$ cat src/common/ccs_pkg.sv
// Shared types and constants for the clock switch and sleep control block
package ccs_pkg;
    // ***********************
    // Register map
    // ***********************
    localparam int ADDR_W = 2;
    localparam int DATA_W = 8;
    localparam logic [1:0] OFF_OSC_CTRL = 2'h0;
    localparam logic [1:0] OFF_SEC_CTRL = 2'h1;
    localparam logic [1:0] OFF_PM_STATUS = 2'h2;
    localparam int BIT_SECONDARY_RUN_MODE = 6;
    localparam int BIT_TMR_OSC_EN = 3;
    localparam logic [1:0] SEL_PRI = 2'h0;
    localparam logic [1:0] SEL_SEC = 2'h1;
    localparam logic [2:0] FREQ_SLOW_RC = 3'h0;
    localparam logic [2:0] FREQ_RST = 3'h0;
    localparam logic [1:0] SEL_RST = 2'h0;
    // Primary configurations that use the fast internal oscillator
    localparam logic [3:0] CFG_FAST_INTERNAL_OSCILLATOR_A = 4'h8;
    localparam logic [3:0] CFG_FAST_INTERNAL_OSCILLATOR_B = 4'h9;

    // ***********************
    // Timing
    // ***********************
    localparam int OLD_CYC = 2;
    localparam int NEW_CYC_MIN = 3;
    localparam int NEW_CYC_MAX = 4;
    localparam int CLK_SYS_NS = 100;
    localparam int TCY_NS = 400;
    localparam int GUARD_RAW = (TCY_NS + CLK_SYS_NS - 1) / CLK_SYS_NS;
    localparam int GUARD_CYC = (GUARD_RAW < 1) ? 1 : GUARD_RAW;

    // ***********************
    // Types
    // ***********************
    // Order matches the pin index of each source
    typedef enum logic [1:0] {SRC_PRI, SRC_SEC, SRC_FAST_INTERNAL_OSCILLATOR, SRC_SLOW_RC} ccs_src_t;
    typedef enum logic [1:0] {MODE_RUN, MODE_IDLE, MODE_SLEEP} ccs_mode_t;
    localparam int PIN_STABLE = 4;
    localparam int PIN_W = 5;
    typedef struct packed {
        logic idle_en;
        logic [2:0] freq_sel;
        logic pri_flag;
        logic internal_osc_stable_flag_flag;
        logic [1:0] clk_sel;
    } ccs_osc_ctrl_t;
    typedef struct packed {
        logic secondary_run_mode;
        logic pri_flag;
        logic internal_osc_stable_flag_flag;
    } ccs_flags_t;
endpackage : ccs_pkg

$ cat src/hdl/ccs_clock_switch.sv
// Clock source switching, source status flags and sleep mode selection
//
// The address map and the plain strobed port were decided locally.
`timescale 1ns/1ps
`default_nettype none
// Functional notes
// - Switch takes two old-source cycles plus three to four new-source cycles.
// - Primary flag, control bit 3, set while primary clock drives the device.
// - Internal-stable flag, control bit 2, set when fast oscillator gives stable clock.
// - Secondary-running flag, timer control bit 6, set while timer oscillator clocks device.
// - Normally at most one source flag is set at a time.
// - All flags clear means slow RC clocking or fast oscillator not stable.
// - Internal primary configuration may show primary and internal-stable flags together.
// - Moving to an RC mode at same frequency clears the primary flag.
// - Sleep trigger enters full sleep or idle, chosen by idle enable.
// - Idle enable is sampled when the sleep trigger executes.
// - A later sleep uses the idle enable value current at that time.
// - One instruction cycle must pass after wake before another sleep.
// - Select 01 moves to timer oscillator, stops primary, updates both flags.
// - Select 01 with timer oscillator disabled does not enter secondary run.
// - After reset run from primary with its flag set, unless two-speed start.
module ccs_clock_switch (
    input wire logic clk_sys,
    input wire logic reset_n,
    input wire logic [ccs_pkg::ADDR_W-1:0] reg_addr,
    input wire logic [ccs_pkg::DATA_W-1:0] reg_wdata,
    input wire logic reg_wr,
    input wire logic reg_rd,
    output logic [ccs_pkg::DATA_W-1:0] reg_rdata,
    input wire logic primary_clk_pin,
    input wire logic secondary_clk_pin,
    input wire logic fast_internal_oscillator_clk_pin,
    input wire logic slow_rc_clk_pin,
    input wire logic fast_internal_oscillator_stable_pin,
    input wire logic [3:0] primary_source_config,
    input wire logic two_speed_en,
    input wire logic sleep_exec,
    input wire logic wake_event,
    output ccs_pkg::ccs_src_t clk_source_sel,
    output ccs_pkg::ccs_mode_t power_mode,
    output ccs_pkg::ccs_flags_t status_flags,
    output logic primary_osc_en,
    output logic cpu_clk_en,
    output logic periph_clk_en,
    output logic switch_busy
);
    import ccs_pkg::*;

    // ***********************
    // Declarations
    // ***********************
    logic init_q;
    logic [3:0] cfg_q;
    logic two_speed_q;
    logic idle_en_q;
    logic [2:0] freq_sel_q;
    logic [1:0] clk_sel_q;
    logic tmr_osc_en_q;
    ccs_src_t nxt_src_q;
    logic sw_start_q;
    logic sw_done;
    logic [2:0] guard_q;
    logic [PIN_W-1:0] pin_level;
    logic [PIN_W-1:0] pin_rise;
    logic osc_stable;
    ccs_src_t want_src;
    logic cfg_fast_internal_oscillator;
    logic sleep_ok;
    ccs_osc_ctrl_t osc_wr;

    // Wanted source from the select field; refused secondary keeps current
    function automatic ccs_src_t pick_src(input logic [1:0] sel, input logic [2:0] freq,
                                          input logic tmr_en, input ccs_src_t cur);
        if (sel == SEL_PRI) begin
            return SRC_PRI;
        end else if (sel == SEL_SEC) begin
            return tmr_en ? SRC_SEC : cur;
        end else begin
            return (freq == FREQ_SLOW_RC) ? SRC_SLOW_RC : SRC_FAST_INTERNAL_OSCILLATOR;
        end
    endfunction : pick_src

    // ***********************
    // Oscillator sampling
    // ***********************
    ccs_sync3 #(
        .W(PIN_W)
    ) u_sync (
        .clk_sys(clk_sys),
        .reset_n(reset_n),
        .pin_in({fast_internal_oscillator_stable_pin, slow_rc_clk_pin, fast_internal_oscillator_clk_pin,
                 secondary_clk_pin, primary_clk_pin}),
        .level(pin_level),
        .rise(pin_rise)
    );

    // Stable indication and source wish
    assign osc_stable = pin_level[PIN_STABLE];
    assign want_src = pick_src(clk_sel_q, freq_sel_q, tmr_osc_en_q, clk_source_sel);
    assign cfg_fast_internal_oscillator = (cfg_q == CFG_FAST_INTERNAL_OSCILLATOR_A) || (cfg_q == CFG_FAST_INTERNAL_OSCILLATOR_B);
    assign osc_wr = ccs_osc_ctrl_t'(reg_wdata);

    // ***********************
    // Transition timing
    // ***********************
    ccs_switch_timer #(
        .OLD_N(OLD_CYC),
        .NEW_N(NEW_CYC_MAX)
    ) u_timer (
        .clk_sys(clk_sys),
        .reset_n(reset_n),
        .start(sw_start_q),
        .old_tick(pin_rise[clk_source_sel]),
        .new_tick(pin_rise[nxt_src_q]),
        .busy(switch_busy),
        .done(sw_done)
    );

    // Straps caught in the first cycle after reset release
    always_ff @(posedge clk_sys or negedge reset_n) begin
        if (!reset_n) begin
            init_q <= 1'b0;
            cfg_q <= 4'h0;
            two_speed_q <= 1'b0;
        end else if (!init_q) begin
            init_q <= 1'b1;
            cfg_q <= primary_source_config;
            two_speed_q <= two_speed_en;
        end
    end

    // Start a switch once idle; the done cycle is skipped to avoid a stale compare
    always_ff @(posedge clk_sys or negedge reset_n) begin
        if (!reset_n) begin
            sw_start_q <= 1'b0;
            nxt_src_q <= SRC_PRI;
        end else begin
            sw_start_q <= 1'b0;
            if (init_q && !switch_busy && !sw_start_q && !sw_done
                && power_mode != MODE_SLEEP && want_src != clk_source_sel) begin
                sw_start_q <= 1'b1;
                nxt_src_q <= want_src;
            end
        end
    end

    // After the first cycle out of reset, current source moves only when the timed transition completes
    always_ff @(posedge clk_sys or negedge reset_n) begin
        if (!reset_n) begin
            clk_source_sel <= SRC_PRI;
        end else if (!init_q) begin
            // Two-speed start runs from the fast internal oscillator first
            clk_source_sel <= two_speed_en ? SRC_FAST_INTERNAL_OSCILLATOR : SRC_PRI;
        end else if (sw_done) begin
            clk_source_sel <= nxt_src_q;
        end
    end

    // ***********************
    // Status flags
    // ***********************
    // Derived from the settled source, so they never lead the real clock
    always_ff @(posedge clk_sys or negedge reset_n) begin
        if (!reset_n) begin
            status_flags <= '0;
        end else if (init_q) begin
            status_flags.pri_flag <= (clk_source_sel == SRC_PRI);
            status_flags.secondary_run_mode <= (clk_source_sel == SRC_SEC);
            // Both set only when the primary is the internal oscillator
            status_flags.internal_osc_stable_flag_flag <= osc_stable && ((clk_source_sel == SRC_FAST_INTERNAL_OSCILLATOR)
                || (clk_source_sel == SRC_PRI && cfg_fast_internal_oscillator));
        end
    end

    // ***********************
    // Register writes
    // ***********************
    always_ff @(posedge clk_sys or negedge reset_n) begin
        if (!reset_n) begin
            idle_en_q <= 1'b0;
            freq_sel_q <= FREQ_RST;
            clk_sel_q <= SEL_RST;
            tmr_osc_en_q <= 1'b0;
        end else if (reg_wr) begin
            if (reg_addr == OFF_OSC_CTRL) begin
                idle_en_q <= osc_wr.idle_en;
                freq_sel_q <= osc_wr.freq_sel;
                clk_sel_q <= osc_wr.clk_sel;
            end
            if (reg_addr == OFF_SEC_CTRL) begin
                tmr_osc_en_q <= reg_wdata[BIT_TMR_OSC_EN];
            end
        end
    end

    // Read data stands one cycle after the strobe and is zero otherwise
    always_ff @(posedge clk_sys or negedge reset_n) begin
        if (!reset_n) begin
            reg_rdata <= '0;
        end else begin
            reg_rdata <= '0;
            if (reg_rd) begin
                unique case (reg_addr)
                    OFF_OSC_CTRL: reg_rdata <= {idle_en_q, freq_sel_q, status_flags.pri_flag,
                                                status_flags.internal_osc_stable_flag_flag, clk_sel_q};
                    OFF_SEC_CTRL: begin
                        reg_rdata[BIT_SECONDARY_RUN_MODE] <= status_flags.secondary_run_mode;
                        reg_rdata[BIT_TMR_OSC_EN] <= tmr_osc_en_q;
                    end
                    OFF_PM_STATUS: reg_rdata <= {3'h0, switch_busy, clk_source_sel, power_mode};
                    default: reg_rdata <= '0;
                endcase
            end
        end
    end

    // ***********************
    // Sleep and idle control
    // ***********************
    // Sleep is ignored during the post-wake guard and mid-transition
    assign sleep_ok = sleep_exec && init_q && power_mode == MODE_RUN && guard_q == 3'h0
                      && !switch_busy && !sw_start_q;

    // Mode taken from idle enable as it stands when the sleep executes
    always_ff @(posedge clk_sys or negedge reset_n) begin
        if (!reset_n) begin
            power_mode <= MODE_RUN;
        end else if (sleep_ok) begin
            if (!idle_en_q) begin
                power_mode <= MODE_SLEEP;
            end else if (!(clk_source_sel == SRC_SEC && !tmr_osc_en_q)) begin
                power_mode <= MODE_IDLE;
            end
        end else if (power_mode != MODE_RUN && wake_event) begin
            power_mode <= MODE_RUN;
        end
    end

    // Guard counter loaded on wake, one instruction cycle long
    always_ff @(posedge clk_sys or negedge reset_n) begin
        if (!reset_n) begin
            guard_q <= 3'h0;
        end else if (power_mode != MODE_RUN && wake_event) begin
            guard_q <= 3'(GUARD_CYC);
        end else if (guard_q != 3'h0) begin
            guard_q <= guard_q - 3'h1;
        end
    end

    // Clock enables; primary kept alive until a switch away has finished
    always_ff @(posedge clk_sys or negedge reset_n) begin
        if (!reset_n) begin
            cpu_clk_en <= 1'b1;
            periph_clk_en <= 1'b1;
            primary_osc_en <= 1'b1;
        end else begin
            cpu_clk_en <= (power_mode == MODE_RUN);
            periph_clk_en <= (power_mode != MODE_SLEEP);
            primary_osc_en <= (power_mode != MODE_SLEEP) && ((clk_source_sel == SRC_PRI)
                || (switch_busy && nxt_src_q == SRC_PRI) || !init_q);
        end
    end

    // ***********************
    // Checks
    // ***********************
    flags_exclusive_a: assert property (@(posedge clk_sys) disable iff (!reset_n)
        !(status_flags.secondary_run_mode && (status_flags.pri_flag || status_flags.internal_osc_stable_flag_flag))
        && !(status_flags.pri_flag && status_flags.internal_osc_stable_flag_flag && !cfg_fast_internal_oscillator))
        else $error("more than one source flag set");

    sec_flag_src_a: assert property (@(posedge clk_sys) disable iff (!reset_n)
        init_q && clk_source_sel == SRC_SEC |=> status_flags.secondary_run_mode)
        else $error("secondary flag missing while on timer oscillator");

    pri_flag_src_a: assert property (@(posedge clk_sys) disable iff (!reset_n)
        init_q && $past(init_q) |-> status_flags.pri_flag == ($past(clk_source_sel) == SRC_PRI))
        else $error("primary flag disagrees with source");

    src_on_done_a: assert property (@(posedge clk_sys) disable iff (!reset_n)
        init_q && $past(init_q) && clk_source_sel != $past(clk_source_sel) |-> $past(sw_done))
        else $error("source changed without a completed transition");

    switch_len_a: assert property (@(posedge clk_sys) disable iff (!reset_n)
        sw_start_q |=> switch_busy [*6])
        else $error("transition shorter than synchroniser and edge count allow");

    sec_refused_a: assert property (@(posedge clk_sys) disable iff (!reset_n)
        sw_start_q && nxt_src_q == SRC_SEC |-> $past(tmr_osc_en_q))
        else $error("secondary entered with timer oscillator disabled");

    sleep_pick_a: assert property (@(posedge clk_sys) disable iff (!reset_n)
        sleep_ok && !idle_en_q |=> power_mode == MODE_SLEEP ##1 !cpu_clk_en && !periph_clk_en)
        else $error("full sleep not entered");

    idle_pick_a: assert property (@(posedge clk_sys) disable iff (!reset_n)
        sleep_ok && idle_en_q && clk_source_sel != SRC_SEC |=> power_mode == MODE_IDLE
        ##1 periph_clk_en && !cpu_clk_en)
        else $error("idle not entered");

    wake_guard_a: assert property (@(posedge clk_sys) disable iff (!reset_n)
        power_mode != MODE_RUN && wake_event |=> !sleep_ok [*4])
        else $error("sleep accepted inside post-wake guard");

    primary_stop_a: assert property (@(posedge clk_sys) disable iff (!reset_n)
        clk_source_sel == SRC_SEC && !switch_busy && init_q |=> !primary_osc_en)
        else $error("primary oscillator left running on secondary");

    reset_primary_a: assert property (@(posedge clk_sys) disable iff (!reset_n)
        !init_q ##1 (init_q && !two_speed_q) |=> status_flags.pri_flag)
        else $error("primary flag not set after reset");
endmodule : ccs_clock_switch
`default_nettype wire

$ cat src/hdl/ccs_switch_timer.sv
// Counts old-source then new-source edges for one clock transition
`timescale 1ns/1ps
`default_nettype none
module ccs_switch_timer #(
    parameter int OLD_N = 2,
    parameter int NEW_N = 4
) (
    input wire logic clk_sys,
    input wire logic reset_n,
    input wire logic start,
    input wire logic old_tick,
    input wire logic new_tick,
    output logic busy,
    output logic done
);
    typedef enum logic [1:0] {ST_IDLE, ST_OLD, ST_NEW} ccs_tmr_st_t;
    ccs_tmr_st_t st_q;
    logic [2:0] cnt_q;

    // Old source edges first, then new source edges
    always_ff @(posedge clk_sys or negedge reset_n) begin
        if (!reset_n) begin
            st_q <= ST_IDLE;
            cnt_q <= 3'h0;
            busy <= 1'b0;
            done <= 1'b0;
        end else begin
            done <= 1'b0;
            unique case (st_q)
                ST_IDLE: begin
                    if (start) begin
                        st_q <= ST_OLD;
                        cnt_q <= 3'h0;
                        busy <= 1'b1;
                    end
                end
                ST_OLD: begin
                    if (old_tick) begin
                        if (cnt_q == 3'(OLD_N - 1)) begin
                            st_q <= ST_NEW;
                            cnt_q <= 3'h0;
                        end else begin
                            cnt_q <= cnt_q + 3'h1;
                        end
                    end
                end
                ST_NEW: begin
                    // Edge count from an arbitrary phase spans NEW_N-1 to NEW_N periods
                    if (new_tick) begin
                        if (cnt_q == 3'(NEW_N - 1)) begin
                            st_q <= ST_IDLE;
                            busy <= 1'b0;
                            done <= 1'b1;
                        end else begin
                            cnt_q <= cnt_q + 3'h1;
                        end
                    end
                end
                default: st_q <= ST_IDLE;
            endcase
        end
    end
endmodule : ccs_switch_timer
`default_nettype wire

$ cat src/hdl/ccs_sync3.sv
// Three-stage synchroniser with agreement filter and rise pulse
`timescale 1ns/1ps
`default_nettype none
module ccs_sync3 #(
    parameter int W = 5
) (
    input wire logic clk_sys,
    input wire logic reset_n,
    input wire logic [W-1:0] pin_in,
    output logic [W-1:0] level,
    output logic [W-1:0] rise
);
    logic [W-1:0] s1_q;
    logic [W-1:0] s2_q;
    logic [W-1:0] s3_q;

    // Stage chain; s1 feeds only s2 to keep metastability contained
    always_ff @(posedge clk_sys or negedge reset_n) begin
        if (!reset_n) begin
            s1_q <= '0;
            s2_q <= '0;
            s3_q <= '0;
        end else begin
            s1_q <= pin_in;
            s2_q <= s1_q;
            s3_q <= s2_q;
        end
    end

    // Level moves only once two late stages agree; rise lasts one cycle
    always_ff @(posedge clk_sys or negedge reset_n) begin
        if (!reset_n) begin
            level <= '0;
            rise <= '0;
        end else begin
            for (int i = 0; i < W; i++) begin
                if (s2_q[i] == s3_q[i]) begin
                    level[i] <= s3_q[i];
                end
                rise[i] <= (s2_q[i] == s3_q[i]) && s3_q[i] && !level[i];
            end
        end
    end
endmodule : ccs_sync3
`default_nettype wire

$ cat config.mk
export PLATFORM = sky130hd
export DESIGN_NAME = ccs_clock_switch
export DESIGN_NICKNAME = d
export VERILOG_FILES = /design/src/common/ccs_pkg.sv /design/src/hdl/ccs_clock_switch.sv /design/src/hdl/ccs_switch_timer.sv /design/src/hdl/ccs_sync3.sv
export SDC_FILE = /design/constraint.sdc
export NUM_CORES = 1
export LEC_CHECK = 0
export ABC_AREA = 1
export CORE_UTILIZATION = 60
export CTS_CLUSTER_DIAMETER = 120
export DETAILED_ROUTE_END_ITERATION = 8
export DONT_BUFFER_PORTS = 1
export GPL_TIMING_DRIVEN = 0
export PLACE_DENSITY_LB_ADDON = 0.3
export SYNTH_ARGS = -nofsm -noshare
export SYNTH_HDL_FRONTEND = slang
export SYNTH_SLANG_ARGS = --single-unit
$ cat constraint.sdc
create_clock -name clk_sys -period 1.97 [get_ports clk_sys]
set_clock_uncertainty 0.1 [all_clocks]
set_input_delay 0.2955 -clock clk_sys [delete_from_list [all_inputs] [get_ports clk_sys]]
set_output_delay 0.2955 -clock clk_sys [all_outputs]
set_load 0.1 [all_outputs]
==> tab_implementation.tex <==
\begin{tabular}{lr}
\hline
Metric & Value \\
\hline
\multicolumn{2}{l}{\textbf{Status}} \\
\quad Run status & finished with violations \\
\quad Failing checks & DRC \\
\multicolumn{2}{l}{\textbf{Routing}} \\
\quad Count of unresolved DRC violations after routing & 6 \\
\quad Total wire length & 5.07 mm \\
\quad Iteration-0 DRC Markers & 176 \\
\quad Vias per cell & 5.34 \\
\quad WL per Instance & 13.6 um \\
\quad Total iterations of the first detailed-routing run & 6 \\
\quad Number of vias after detailed routing & 1985 \\
\quad Final ANT Viol Nets & 0 \\
\multicolumn{2}{l}{\textbf{Clock network}} \\
\quad CTS Root Cell & sky130\_fd\_sc\_hd\_\_clkbuf\_8 \\
\quad H-tree levels & 3 \\
\quad Total CTS buffers & 9 \\
\quad Maximum clock insertion buffer count & 2 \\
\quad Clock Sinks & 66 \\
\quad Clock latency at the later pin of the worst-skew pair & 330 ps \\
\quad Post-CTS Setup Inserts & 0 \\
\quad CTS tree & yes \\
\quad Clock slew at reported path FFs & 60 ps \\
\multicolumn{2}{l}{\textbf{Placement}} \\
\quad Worst setup timing slack at the placement stage & -202 ps \\
\quad Placed insts & 343 \\
\quad Number of input and output port buffers inserted & 0 \\
\quad Cell area after placement & 2890 sq um \\
\quad Placer Congestion & 0.868 \\
\quad Post-DP HPWL & 3.51 mm \\
\multicolumn{2}{l}{\textbf{Power and ir drop}} \\
\quad Clock network fraction of total power & 23.1\% \\
\quad Power per cell area & 1230 nW/um\^{}2 \\
\quad Internal portion of total power & 2.37 mW \\
\quad Logic gate share of total power & 22.4\% \\
\quad Total power draw & 3.94 mW \\
\quad Worst-case vdd ir drop & 0.000694 V \\
\quad Net load switching power & 1.57 mW \\
\quad Static power due to leakage & 1.58 nW \\
\quad Power share of the sequential group & 54.5\% \\
\quad Net Sw Frac & 39.9\% \\
\multicolumn{2}{l}{\textbf{Setup path}} \\
\quad Stage delay of the slowest cell on the critical path & 1030 ps \\
\quad Worst EP arrival & 1950 ps \\
\quad Required time at the worst-slack endpoint & 2090 ps \\
\quad Most Frequent Cell on Critical Path & sky130\_fd\_sc\_hd\_\_nand2\_1 \\
\quad Kind of cell adding the most delay to the critical path & flip-flops \\
\quad Worst setup EP type & flip-flop \\
\quad Type of element launching the critical path & flip-flop \\
\quad Bufs and invs on worst path & 0 \\
\quad Crit-path slowest cell & sky130\_fd\_sc\_hd\_\_dfrtp\_1 \\
\quad Worst setup path category & flip-flop to flip-flop \\
\quad Cells along the critical path & nor2\_1 > nand2\_1 > nor2\_1 > nand3\_1 > nand2\_1 > nand2\_1 > nand2\_1 \\
\quad Maximum fanout count along the critical path & 5 \\
\multicolumn{2}{l}{\textbf{Cells and area}} \\
\quad Diode count & 0 \\
\quad Final core utilization & 71.9\% \\
\quad Final design instance area without fill & 3200 sq um \\
\quad Non-filler instance count after layout & 372 \\
\quad Post-synthesis to final-layout area growth & 13.3\% \\
\quad Fraction of final layout cells sized beyond drive strength 1 & 11.9\% \\
\quad \# nets final & 354 \\
\multicolumn{2}{l}{\textbf{Hold path}} \\
\quad Tightest Hold Check Type & input pin to flip-flop \\
\multicolumn{2}{l}{\textbf{Floorplanning}} \\
\quad Initial cell density of the core & 63.5\% \\
\quad Die X-Extent & 70.6 um \\
\quad Die footprint & 4980 sq um \\
\quad Height of the chip & 70.6 um \\
\quad Number of placed I/O pins & 45 \\
\quad Core Box Area & 4440 sq um \\
\quad Rows & 24 \\
\multicolumn{2}{l}{\textbf{Timing}} \\
\quad Final worst setup slack & 138 ps \\
\quad Post-route minimum period & 1830 ps \\
\quad Final setup violation count & 0 \\
\quad Worst hold margin & 14.7 ps \\
\quad Worst rel slew slack & 30.2\% \\
\quad Final Hold Violating Endpoints & 0 \\
\quad Maximum frequency from static timing analysis & 546 MHz \\
\quad TNS Setup & 0 ps \\
\quad Setup repair after global routing missed its margin & false \\
\quad Worst Max-Slew Pin Slew & 1050 ps \\
\quad Fin crit share & 93.0\% \\
\quad Final-report max-slew violation count & 0 \\
\multicolumn{2}{l}{\textbf{Synthesis}} \\
\quad Number of warning messages in the yosys log & 0 \\
\quad Synthesized instance count & 291 \\
\quad Cell types with the largest area share after synthesis & sky130\_fd\_sc\_hd\_\_dfrtp\_1, sky130\_fd\_sc\_hd\_\_nand2\_1, sky130\_fd\_sc\_hd\_\_ha\_1 \\
\quad Number of library cell types mapped by synthesis & 30 \\
\quad Post-synth top area share & 55.9\% \\
\quad Leading area contributor after synthesis & sky130\_fd\_sc\_hd\_\_dfrtp\_1 \\
\quad Post-synthesis net count & 330 \\
\quad Share of the yosys chip area belonging to registers & 58.7\% \\
\quad Mapped Avg Cell Area & 9.70 sq um \\
\quad Synth Cell Area & 2820 sq um \\
\quad Flops \& latches, synth & 66 \\
\multicolumn{2}{l}{\textbf{Global route}} \\
\quad Global-route wire length before repair & 8.68 mm \\
\quad Grt total ovfl & 0 \\
\quad Via count of the first global-routing pass & 1968 \\
\quad GR Util All Layers & 23.4\% \\
\quad Maximum number of pins on one net before global-route repair & 67 \\
\quad Initial antenna violation count & 0 \\
\multicolumn{2}{l}{\textbf{Run}} \\
\quad Max-cap check violation count & 0 \\
\hline
\end{tabular}
power groups by stage:
| stage | combinational, mW | sequential (mW) | clock, mW |
|---|---|---|---|
| after floorplan | 0.680 | 2.12 | 0 |
| after global placement | 0.794 | 2.16 | 0 |
| after detailed placement | 0.826 | 2.17 | 0 |
| after CTS | 0.883 | 2.14 | 0.930 |
| after global routing | 1.04 | 2.18 | 1.00 |
| final | 0.883 | 2.15 | 0.909 |
placed cells by master (no fill, tap or decap), types with 2 or more instances in the layout:
cell,netlist,final
sky130_fd_sc_hd__dfrtp_2,0,4
sky130_fd_sc_hd__nor2_1,24,24
sky130_fd_sc_hd__nand4_1,7,7
sky130_fd_sc_hd__o21ai_0,10,10
sky130_fd_sc_hd__ha_1,13,13
sky130_fd_sc_hd__inv_1,38,38
sky130_fd_sc_hd__dfstp_2,3,3
sky130_fd_sc_hd__dlygate4sd3_1,0,12
sky130_fd_sc_hd__nand2_1,76,76
sky130_fd_sc_hd__nand3b_1,2,2
sky130_fd_sc_hd__mux2_2,6,6
sky130_fd_sc_hd__clkbuf_8,0,9
sky130_fd_sc_hd__nand3_2,2,2
sky130_fd_sc_hd__clkinv_2,0,2
sky130_fd_sc_hd__nand3_1,12,12
sky130_fd_sc_hd__a21oi_1,16,16
sky130_fd_sc_hd__dfrtp_1,63,59
sky130_fd_sc_hd__nand2_2,3,3
sky130_fd_sc_hd__clkbuf_1,0,4
path summary, 6_finish.rpt:
| check | from | to | slack (ps) | cells past startpoint |
|---|---|---|---|---|
| worst max-delay path | u_timer.busy$_DFFE_PN0P_ | power_mode[1]$_DFFE_PN0P_ | 140 | 7 |
| min in group asynchronous | reset_n | reg_rdata[2]$_DFF_PN0_ | 390 | 2 |
| worst min-delay path | two_speed_en | clk_source_sel[1]$_DFFE_PN0P_ | 10 | 2 |
| worst min register to register | u_sync.s1_q[3]$_DFF_PN0_ | u_sync.s2_q[3]$_DFF_PN0_ | 250 | 0 |
| max in group asynchronous | reset_n | periph_clk_en$_DFF_PN1_ | 1080 | 2 |
| worst max register to register | u_timer.busy$_DFFE_PN0P_ | power_mode[1]$_DFFE_PN0P_ | 140 | 7 |
cell type report:
type / instances / area (sq um)
buffer: 1 / 11.3
clock buffer: 13 / 139
clock inverter: 3 / 17.5
fill: 325 / 1250
inverter: 40 / 155
multi-input combinational: 184 / 1000
sequential: 66 / 1660
tap: 52 / 65.1
timing repair buffer: 13 / 148
synth_stat cells:
cell type                  number
sky130_fd_sc_hd__inv_2          1
sky130_fd_sc_hd__nor3_1         1
sky130_fd_sc_hd__nand3_4        1
sky130_fd_sc_hd__nand4_1        7
sky130_fd_sc_hd__nand2_2        3
sky130_fd_sc_hd__mux2_2         6
sky130_fd_sc_hd__inv_1         38
sky130_fd_sc_hd__nand3_1       12
sky130_fd_sc_hd__nor2_4         1
sky130_fd_sc_hd__nand2_1       76
sky130_fd_sc_hd__nor2_2         1
sky130_fd_sc_hd__maj3_1         1
sky130_fd_sc_hd__o221ai_1       1
sky130_fd_sc_hd__buf_6          1
sky130_fd_sc_hd__conb_1         1
sky130_fd_sc_hd__a21oi_1       16
sky130_fd_sc_hd__xnor2_1        1
sky130_fd_sc_hd__o22ai_1        1
sky130_fd_sc_hd__or2_4          1
sky130_fd_sc_hd__o211ai_1       1
sky130_fd_sc_hd__nand3_2        2
sky130_fd_sc_hd__ha_1          13
sky130_fd_sc_hd__o21ai_1        1
sky130_fd_sc_hd__dfstp_2        3
sky130_fd_sc_hd__inv_6          1
sky130_fd_sc_hd__o21ai_0       10
sky130_fd_sc_hd__nand3b_1       2
sky130_fd_sc_hd__nor2_1        24
sky130_fd_sc_hd__o31ai_1        1
sky130_fd_sc_hd__dfrtp_1       63
cells by family after synthesis:
logic type / Yosys count / share of synthesized area (%)
xor gates and xnor gates: 1 / 0.310
other: 1 / 0.133
AOI/OAI and AO/OA: 31 / 5.85
and+or+nand+nor: 131 / 20.6
DFF: 66 / 58.7
adders and majority gates: 14 / 6.12
muxes: 6 / 2.39
buffers and inverters: 41 / 5.90
per-layer routing:
| metal | GRT usage, % | part of all wire [%] | vias to the layer above |
|---|---|---|---|
| li1 | - | - | 974 |
| met1 | 29.8 | 45 | 949 |
| met2 | 37.6 | 49 | 57 |
| met3 | 7.69 | 5.1 | 5 |
| met4 | 9.11 | 0.71 | 0 |
| met5 | 0 | 0 | - |
sequential cells by signal, indices dropped and copies added (netlist names), 3 cells and up:
| name | cells |
|---|---|
| u_sync.level | 5 |
| u_sync.s3_q | 5 |
| freq_sel_q | 3 |
| u_sync.rise | 4 |
| u_sync.s2_q | 5 |
| cfg_q | 3 |
| u_timer.cnt_q | 3 |
| status_flags | 3 |
| reg_rdata | 8 |
| u_sync.s1_q | 5 |
| guard_q | 3 |
what timing repair did:
item	4_1_cts	5_1_grt
hold buffers	12	1
endpoints found under the setup margin	12	5
gates resized for setup	2	2
hold endpoints to repair	78	1
(Power assumes the default switching activity.)
